File: src/shared/ccsd_defs.svh
// timing counts and field codes for the clock source select and divide block
// assumes a 200 MHz system clock; the fast and slow internal oscillators are modelled as tick rates
`ifndef CCSD_DEFS_SVH
`define CCSD_DEFS_SVH

`define CCSD_SYS_HZ 64'd200000000
`define CCSD_FAST_HZ 64'd24000000
`define CCSD_SLOW_HZ 64'd32000
// phase increments of the 32-bit accumulators, 2^32 * f / f_sys
`define CCSD_FAST_INC 32'((`CCSD_FAST_HZ << 32) / `CCSD_SYS_HZ)
`define CCSD_SLOW_INC 32'((`CCSD_SLOW_HZ << 32) / `CCSD_SYS_HZ)
// low-power slow oscillator drops the fine increment bits
`define CCSD_SLOW_LP_MASK 32'hFFFFF000
// fast ticks expected between two 1 ms frame markers, and tune window
`define CCSD_FRAME_TICKS 16'd24000
`define CCSD_TUNE_TOL 16'd60
`define CCSD_TRIM_STEP 16'h0040
// samples the fast-transient filter needs to accept a new level
`define CCSD_FILT_LEN 3
// divider codes
`define CCSD_DIV_ONE 7'h00
`define CCSD_DIV_TWO 7'h01
`define CCSD_CPU_MAX_CODE 3'h5
`define CCSD_CPU_MAX_N 3'h7

`endif

File: src/shared/ccsd_pkg.sv
// types of the clock source select and divide block
// assumes ccsd_defs.svh for the numeric constants
`include "ccsd_defs.svh"
package ccsd_pkg;

   // source index into a divider's tick vector
   typedef enum logic [1:0] {
      CCSD_SRC_EXT = 2'h0,
      CCSD_SRC_FAST = 2'h1,
      CCSD_SRC_SLOW = 2'h2,
      CCSD_SRC_CAP = 2'h3
   } ccsd_src_t;

   typedef enum logic [1:0] {
      CCSD_AUX_EXT = 2'h0,
      CCSD_AUX_FAST = 2'h1,
      CCSD_AUX_SLOW = 2'h2,
      CCSD_AUX_CPU = 2'h3
   } ccsd_aux_t;

   // static configuration of the whole block
   typedef struct packed {
      logic xtal_en;
      logic filt_bypass;
      logic slow_lp;
      logic cpu_sel_ext;
      logic [2:0] cpu_speed;
      logic usb_sel_ext;
      logic usb_div2_dis;
      ccsd_src_t itmr_sel;
      logic [1:0] itmr_pre;
      ccsd_src_t cap_sel;
      ccsd_aux_t aux_sel;
   } ccsd_cfg_t;

   // derived clock enables
   typedef struct packed {
      logic cpu;
      logic usb;
      logic itmr;
      logic cap;
   } ccsd_ticks_t;

   typedef struct packed {
      logic [6:0] cnt;
      logic [6:0] ratio_m1;
      ccsd_src_t sel;
      logic tick;
   } ccsd_div_st_t;

   typedef struct packed {
      logic ext_s1;
      logic ext_s2;
      logic xtal_s1;
      logic xtal_s2;
      logic [`CCSD_FILT_LEN-1:0] hist;
      logic filt;
      logic ext_prev;
      logic ext_tick;
      logic [31:0] fast_ph;
      logic fast_tick;
      logic [31:0] slow_ph;
      logic slow_tick;
      logic [15:0] trim;
      logic [15:0] frame_cnt;
      logic frame_seen;
      logic aux;
   } ccsd_st_t;

endpackage : ccsd_pkg

File: src/rtl/ccsd_clk_div.sv
// one derived clock enable: source multiplexer followed by a divider
// assumes all source ticks are one-cycle pulses on clk_i
`timescale 1ns/1ps
`include "ccsd_defs.svh"

module ccsd_clk_div (
   input wire logic clk_i,
   input wire logic rst_n_i,
   input wire logic [3:0] src_i,
   input wire ccsd_pkg::ccsd_src_t sel_i,
   input wire logic [6:0] ratio_m1_i,
   output logic tick_o
);
   import ccsd_pkg::*;

   ccsd_div_st_t s_q;
   ccsd_div_st_t s_d;

   always_comb begin
      s_d = s_q;
      s_d.tick = 1'b0;
      if (src_i[s_q.sel]) begin
         if (s_q.cnt >= s_q.ratio_m1) begin
            s_d.cnt = 7'h00;
            s_d.tick = 1'b1;
            // new source and ratio only at a period end, no runt pulse
            s_d.sel = sel_i;
            s_d.ratio_m1 = ratio_m1_i;
         end else begin
            s_d.cnt = s_q.cnt + 7'h01;
         end
      end
   end

   always_ff @(posedge clk_i) begin
      if (!rst_n_i) begin
         s_q <= '{cnt: 7'h00, ratio_m1: 7'h00, sel: CCSD_SRC_FAST,
                  tick: 1'b0};
      end else begin
         s_q <= s_d;
      end
   end

   assign tick_o = s_q.tick;

endmodule : ccsd_clk_div

File: src/rtl/ccsd_clk_ctrl.sv
// clock source selection and distribution as one-cycle enables on clk_i
// assumes pins are asynchronous and frame markers come from clk_i logic
`timescale 1ns/1ps
`include "ccsd_defs.svh"

// Notes on behaviour
// - fast 24 MHz and slow 32 kHz internal oscillators are generated
// - with USB frames present and USB on the fast source, fast oscillator is tuned within 0.25 percent
// - slow oscillator ticks the wake-up logic while suspended
// - slow oscillator ticks sequential logic while the main clock stops
// - slow oscillator has low-power coarse mode and accurate normal mode
// - external source is crystal when enabled, otherwise the input pin
// - external path has a fast-transient filter that can be bypassed
// - CPU, USB, interval and capture clocks are separately selectable
// - CPU clock comes from external or fast internal oscillator
// - CPU source divides by 2^n, n from 0 to 5 or 7
// - USB clock from fast or external source with optional halving
// - interval clock picks ext, fast, slow or capture; prescale 1 to 4
// - capture clock picks external, fast or slow oscillator
// - auxiliary pin drives selected source unless the crystal uses it
// - fast source on USB always forces the divide-by-two on
// - USB halving applies while the divider disable control is clear
module ccsd_clk_ctrl (
   input wire logic clk_i,
   input wire logic rst_n_i,
   input wire ccsd_pkg::ccsd_cfg_t cfg_i,
   input wire logic external_clock_input_i,
   input wire logic xtal_osc_i,
   input wire logic usb_frame_i,
   input wire logic suspend_i,
   input wire logic main_stop_i,
   output ccsd_pkg::ccsd_ticks_t ticks_o,
   output logic fast_tick_o,
   output logic slow_tick_o,
   output logic ext_tick_o,
   output logic wake_tick_o,
   output logic seq_tick_o,
   output logic auxiliary_clock_pin_o,
   output logic auxiliary_clock_pin_oe_o,
   output logic [15:0] fast_trim_o
);
   import ccsd_pkg::*;

   // ------------------------------------------------------------
   // helpers
   // ------------------------------------------------------------
   // cpu divide ratio minus one from a speed code
   function automatic logic [6:0] cpu_ratio_m1(input logic [2:0] code);
      logic [2:0] n;
      n = (code > `CCSD_CPU_MAX_CODE) ? `CCSD_CPU_MAX_N : code;
      return 7'((8'h01 << n) - 8'h01);
   endfunction : cpu_ratio_m1

   // one step of a phase accumulator, carry out is the oscillator tick
   function automatic logic [32:0] phase_step(input logic [31:0] ph,
                                              input logic [31:0] inc);
      return {1'b0, ph} + {1'b0, inc};
   endfunction : phase_step

   // one trim step that holds at the ends rather than wrapping round
   function automatic logic [15:0] trim_next(input logic [15:0] t,
                                             input logic up);
      logic [16:0] r;
      if (up) begin
         r = {t[15], t} + {1'b0, `CCSD_TRIM_STEP};
      end else begin
         r = {t[15], t} - {1'b0, `CCSD_TRIM_STEP};
      end
      if (r[16] != r[15]) begin
         return r[16] ? 16'h8000 : 16'h7FFF;
      end
      return r[15:0];
   endfunction : trim_next

   // oscillator ticks in source index order, cap tick in the top slot
   function automatic logic [3:0] tick_vec(input logic cap,
                                           input ccsd_st_t s);
      return {cap, s.slow_tick, s.fast_tick, s.ext_tick};
   endfunction : tick_vec

   ccsd_st_t s_q;
   ccsd_st_t s_d;
   ccsd_ticks_t tk;
   logic ext_raw;
   logic ext_lvl;
   logic [32:0] fast_sum;
   logic [32:0] slow_sum;
   logic [31:0] fast_inc;
   logic [31:0] slow_inc;
   logic [6:0] usb_m1;

   // ------------------------------------------------------------
   // oscillators, external path, frame tuning
   // ------------------------------------------------------------
   always_comb begin
      s_d = s_q;
      s_d.ext_s1 = external_clock_input_i;
      s_d.ext_s2 = s_q.ext_s1;
      s_d.xtal_s1 = xtal_osc_i;
      s_d.xtal_s2 = s_q.xtal_s1;
      ext_raw = cfg_i.xtal_en ? s_q.xtal_s2 : s_q.ext_s2;
      s_d.hist = {s_q.hist[`CCSD_FILT_LEN-2:0], ext_raw};
      // level accepted only after the filter sees it steady
      if (&s_q.hist) begin
         s_d.filt = 1'b1;
      end else if (~|s_q.hist) begin
         s_d.filt = 1'b0;
      end
      ext_lvl = cfg_i.filt_bypass ? ext_raw : s_q.filt;
      s_d.ext_prev = ext_lvl;
      s_d.ext_tick = ext_lvl & ~s_q.ext_prev;

      fast_inc = `CCSD_FAST_INC + {{16{s_q.trim[15]}}, s_q.trim};
      fast_sum = phase_step(s_q.fast_ph, fast_inc);
      s_d.fast_ph = fast_sum[31:0];
      s_d.fast_tick = fast_sum[32];
      slow_inc = cfg_i.slow_lp ? (`CCSD_SLOW_INC & `CCSD_SLOW_LP_MASK)
                               : `CCSD_SLOW_INC;
      slow_sum = phase_step(s_q.slow_ph, slow_inc);
      s_d.slow_ph = slow_sum[31:0];
      s_d.slow_tick = slow_sum[32];

      // count fast ticks per frame and nudge the trim toward target
      if (s_q.fast_tick && s_q.frame_cnt != 16'hFFFF) begin
         s_d.frame_cnt = s_q.frame_cnt + 16'h0001;
      end
      if (usb_frame_i) begin
         s_d.frame_cnt = 16'h0000;
         s_d.frame_seen = 1'b1;
         if (s_q.frame_seen && !cfg_i.usb_sel_ext) begin
            if (s_q.frame_cnt > `CCSD_FRAME_TICKS + `CCSD_TUNE_TOL) begin
               s_d.trim = trim_next(s_q.trim, 1'b0);
            end else if (s_q.frame_cnt <
                         `CCSD_FRAME_TICKS - `CCSD_TUNE_TOL) begin
               s_d.trim = trim_next(s_q.trim, 1'b1);
            end
         end
      end
      if (suspend_i) begin
         s_d.frame_seen = 1'b0;
      end

      // auxiliary pin: toggled by ticks, or the filtered level itself
      case (cfg_i.aux_sel)
         CCSD_AUX_EXT: s_d.aux = ext_lvl;
         CCSD_AUX_FAST: s_d.aux = s_q.aux ^ s_q.fast_tick;
         CCSD_AUX_SLOW: s_d.aux = s_q.aux ^ s_q.slow_tick;
         CCSD_AUX_CPU: s_d.aux = s_q.aux ^ tk.cpu;
         default: s_d.aux = 1'b0;
      endcase
   end

   // ------------------------------------------------------------
   // state register
   // ------------------------------------------------------------
   always_ff @(posedge clk_i) begin
      if (!rst_n_i) begin
         s_q <= '0;
      end else begin
         s_q <= s_d;
      end
   end

   // ------------------------------------------------------------
   // derived clocks
   // ------------------------------------------------------------
   // fast source forces halving, else halve while disable is clear
   assign usb_m1 = (!cfg_i.usb_sel_ext || !cfg_i.usb_div2_dis) ?
                   `CCSD_DIV_TWO : `CCSD_DIV_ONE;

   ccsd_clk_div u_cpu (
      .clk_i(clk_i),
      .rst_n_i(rst_n_i),
      .src_i(tick_vec(1'b0, s_q)),
      .sel_i(cfg_i.cpu_sel_ext ? CCSD_SRC_EXT : CCSD_SRC_FAST),
      .ratio_m1_i(cpu_ratio_m1(cfg_i.cpu_speed)),
      .tick_o(tk.cpu)
   );

   ccsd_clk_div u_usb (
      .clk_i(clk_i),
      .rst_n_i(rst_n_i),
      .src_i(tick_vec(1'b0, s_q)),
      .sel_i(cfg_i.usb_sel_ext ? CCSD_SRC_EXT : CCSD_SRC_FAST),
      .ratio_m1_i(usb_m1),
      .tick_o(tk.usb)
   );

   ccsd_clk_div u_cap (
      .clk_i(clk_i),
      .rst_n_i(rst_n_i),
      .src_i(tick_vec(1'b0, s_q)),
      .sel_i(cfg_i.cap_sel == CCSD_SRC_CAP ? CCSD_SRC_SLOW
                                             : cfg_i.cap_sel),
      .ratio_m1_i(`CCSD_DIV_ONE),
      .tick_o(tk.cap)
   );

   ccsd_clk_div u_itmr (
      .clk_i(clk_i),
      .rst_n_i(rst_n_i),
      .src_i(tick_vec(tk.cap, s_q)),
      .sel_i(cfg_i.itmr_sel),
      .ratio_m1_i({5'h00, cfg_i.itmr_pre}),
      .tick_o(tk.itmr)
   );

   // ------------------------------------------------------------
   // outputs
   // ------------------------------------------------------------
   assign ticks_o = tk;
   assign fast_tick_o = s_q.fast_tick;
   assign slow_tick_o = s_q.slow_tick;
   assign ext_tick_o = s_q.ext_tick;
   assign wake_tick_o = suspend_i & s_q.slow_tick;
   assign seq_tick_o = main_stop_i ? s_q.slow_tick : tk.cpu;
   assign auxiliary_clock_pin_o = s_q.aux;
   assign auxiliary_clock_pin_oe_o = ~cfg_i.xtal_en;
   assign fast_trim_o = s_q.trim;

endmodule : ccsd_clk_ctrl

File: config.mk
export PLATFORM = sky130hd
export DESIGN_NAME = ccsd_clk_ctrl
export DESIGN_NICKNAME = d
export VERILOG_FILES = /design/src/shared/ccsd_pkg.sv /design/src/rtl/ccsd_clk_div.sv /design/src/rtl/ccsd_clk_ctrl.sv
export VERILOG_INCLUDE_DIRS = /design/src /design/src/shared
export SDC_FILE = /design/constraint.sdc
export NUM_CORES = 1
export LEC_CHECK = 0
export BUFFER_PORTS_ARGS = -buffer_cell sky130_fd_sc_hd__clkbuf_2
export CAP_MARGIN = 30
export CORE_MARGIN = 4
export CORE_UTILIZATION = 35
export DETAILED_ROUTE_END_ITERATION = 8
export PLACE_DENSITY_LB_ADDON = 0.08
export SKIP_LAST_GASP = 1
export SLEW_MARGIN = 20
export SYNTH_ARGS = -nofsm -noshare
export SYNTH_HDL_FRONTEND = slang
export SYNTH_SLANG_ARGS = --single-unit
File: constraint.sdc
create_clock -name clk_i -period 4 [get_ports clk_i]
set_input_delay 0.4 -clock clk_i [delete_from_list [all_inputs] [get_ports clk_i]]
set_output_delay 0.4 -clock clk_i [all_outputs]
set_load 0.03 [all_outputs]
==> summary.md <==
| Metric | Value |
|---|---|
| Final WS setup | `375 ps` |
| Mapped Area | `0.00787 sq mm` |
| Pre-CTS WS | `~450 ps` |
| Setup tns final | `0 ps` |
| Post-route clock period utilization | `between 90% and 100%` |
| Asr flop ratio synth | `0%` |
| Wire per inst | `14.2 um` |
| Initial drt markers | `between 200 and 300` |
| Rel. slew slack | `43.8%` |
| Syn Area/Cell | `8.28 sq um` |
| Clock slew at reported path FFs | `70 ps` |
| Mux cell area share after synthesis | `2.51%` |
| CTS sink cnt | `145` |
| Max cap viols | `0` |
| Syn-to-layout area delta | `12.5%` |
| M2 GR Usage | `23.3%` |
| Hold_buf cts | `0` |
| Min cycle time layout | `3620 ps` |
| Compound-Gate Fraction of Synth Area | `between 10% and 20%` |
| Worst skew pair latency | `420 ps` |
| Rows | `between 50 and 60` |
| Synth unique cells | `70` |
| Nets | `around 1000` |
| Final instance area | `0.00885 sq mm` |
| CP Capture Type | `flop` |
| Actual slew at the worst max-slew pin | `842 ps` |
| Die Y | `158 um` |
| Synth area leader | `dfxtp_1` |
| Largest net degree at the start of global routing | `slightly above 40` |
| Power Dens Cells | `approximately 480 mW/mm^2` |
| Core area | `0.0220 sq mm` |
| GRT Total Usage | `15.0%` |
| Leakage | `3.60 nW` |
| Hold Path Class | `in2reg` |
| Syn Inst Count | `950` |
| Post-Synth Adder-Cell Area | `under 10%` |
| I/O pins | `51` |
| Drt pass-1 iters | `5` |
| Met3 usage | `under 10%` |
| Primary FF master, synth | `dfxtp_1` |
| Peak VDD IR | `approximately 0.00024 V` |
| First-pass GRT wire length | `between 30 and 40 mm` |
| H-tree depth | `4` |
| Final WL | `approximately 18 mm` |
| Commonest non-fill, non-tap cell in the layout | `nor2_1` |
| Met1 usage | `21.0%` |
| Top cells by area, synth | `dfxtp_1 (37%), ha_1 (7.3%), nor2_1 (7.0%)` |
| Seq cells post-synth | `145` |
| Post-DP Area | `around 0.0083 sq mm` |
| Hold Slack | `approximately 160 ps` |
| Crit path DAT | `3950 ps` |
| Share of the synthesized area in the top cell type | `36.9%` |
| Clk_skew | `roughly 16 ps` |
| Syn. warnings | `0` |
| Most Crowded Layer GR | `met2` |
| Post-DRT Antenna Nets | `0` |
| Sequential area share after synthesis | `36.9%` |
| Inst Count DP | `1240` |
| Finished Layout Cells | `1272` |
| GRT overflow | `0` |
| Ant diodes | `0` |
| Vias per cell | `5.05` |
| Most frequent cells in the layout | `nor2_1 (146), dfxtp_1 (145), nand2_1 (78)` |
| Layout cells sized above 1 | `around an eighth` |
| Worst Path Max Fanout | `8` |
| Final setup fails | `0` |
| CTS Buf Count | `17` |
| Final Hold Viols | `0` |
| Status | `finished clean` |
| PortBufs | `50` |
| DIE WIDTH | `between 150 and 200 um` |
| Setup CP Type | `reg2reg` |
| Root Driver | `clkbuf_16` |
| Post_cts resized | `0` |
| Starting density of the core | `35.8%` |
| Post-Synth XOR/XNOR Area | `under 10%` |
| Max Root-Sink Buffers | `2` |
| Crit path launch type | `flop` |
| CP required | `4320 ps` |
| Vias in the first global route | `6167` |
| DRC | `0` |
| Via count | `6420` |
| Antenna violations before repair | `0` |
| CTS tree | `built` |
| Detailed Place HPWL | `approximately 13 mm` |
| Final GP Congestion | `0.805` |
| RSZ-0062 raised after global routing | `no` |
| Max frequency | `276 MHz` |
| Syn nets | `1020` |
| Simple-Gate Fraction of Synth Area | `22.3%` |
| Max-slew violations | `0` |
| Post-CTS Setup Inserts | `0` |
| Largest family of logic cells by synthesized area | `simple AND/OR/NAND/NOR gates` |
| Die Area | `between 0.02 and 0.025 sq mm` |
| Post-synth EDFFs | `0` |
==> sequential cells by signal (all words and copies together), names as in the netlist <==
| name | flops |
|---|---|
| s_q | 85 |
| u_cpu.s_q | 15 |
| u_usb.tick_o | 1 |
| fast_tick_o | 1 |
| u_cap.tick_o | 1 |
| u_itmr.tick_o | 1 |
| ext_tick_o | 1 |
| slow_tick_o | 1 |
| u_cap.s_q | 2 |
| u_itmr.s_q | 11 |
| u_cpu.tick_o | 1 |
| fast_trim_o | 11 |
| s_d | 4 |
| auxiliary_clock_pin_o | 1 |
| u_usb.s_q | 9 |
==> cells by family (layout without fill, tap and decap cells) <==
group           Yosys count  after routing
fa+ha+maj                46             46
simple gates            370            370
compound gates          196            196
flops                   145            145
buf+inv                  90            132
mux                      18             18
xor+xnor                 85             85
==> cell type report <==
cell class              instances  area, sq um
fillers                      2264        13100
multi-input cells             715         4530
flip-flops and latches        145         2900
clock buffers                  18          429
repair buffers                 65          363
well taps                     280          350
clock inverters                14          141
inverters                      35          131
==> Yosys cell counts (3+ instances only) <==
cell type / number
buf_4: 21
o211ai_1: 8
nand2b_1: 10
nor2b_1: 7
and4_1: 3
nor3_1: 16
and3_1: 13
a21oi_1: 48
nand2_1: 78
mux2_2: 4
o221ai_1: 3
a211oi_1: 14
nand3b_1: 3
nor4_1: 5
mux2i_1: 13
clkbuf_1: 18
and2_1: 21
nor2_1: 146
dfxtp_1: 145
or2_2: 5
a31oi_1: 13
nand4_1: 10
and3b_1: 3
buf_2: 8
or3_1: 11
ha_1: 46
o21bai_1: 3
xnor2_1: 38
o21a_1: 8
buf_1: 6
inv_1: 34
xor2_1: 47
a21o_1: 11
nand3_1: 27
o31ai_1: 4
o21ai_1: 6
o21ai_0: 50
==> per-layer routing <==
metal | part of all wire [%] | vias up | wire length [um]
met5 | 0 | - | 0
met4 | 0.95 | 0 | 172
met3 | 2.8 | 16 | 501
met2 | 45 | 75 | 8090
met1 | 52 | 2983 | 9310
li1 | - | 3346 | -
==> through the flow <==
step | util, % | total power [mW]
2_1_floorplan | - | 2.53
3_3_place_gp | 37.7 | 2.76
3_5_place_dp | 37.7 | 2.76
4_1_cts | 40.3 | 4.35
5_1_grt | 40.3 | 4.55
6_report | 40.3 | 4.28
==> final timing paths <==
check,from,to,slack [ps],cells after the start
worst min register to register,s_q[101],ext_tick_o,380,1
worst max register to register,fast_trim_o[6],s_q[99],380,16
worst min-delay path,suspend_i,s_q[1],160,2
worst max-delay path,fast_trim_o[6],s_q[99],380,16
==> critical path, cell delays in order, from the launching register on <==
cell      delay, ps
dfxtp_1         450
inv_1           140
ha_1            210
nand2_1          60
nand2_1          70
o21ai_0         270
nor2_1          110
o21ai_0         330
xor2_1          190
ha_1            350
and2_1          180
o21ai_0         140
o211ai_1        130
a41oi_2         340
o21ai_1         180
and4_1          230
nor3_1          150
==> power breakdown <==
| group | total (mW) | internal [mW] | switching [mW] |
|---|---|---|---|
| Sequential | 1.74 | 1.60 | 0.136 |
| Combinational | 0.988 | 0.417 | 0.571 |
| Clock | 1.56 | 0.875 | 0.684 |
| Total | 4.28 | 2.89 | 1.39 |
No activity file was read; power rests on OpenSTA's default activity.
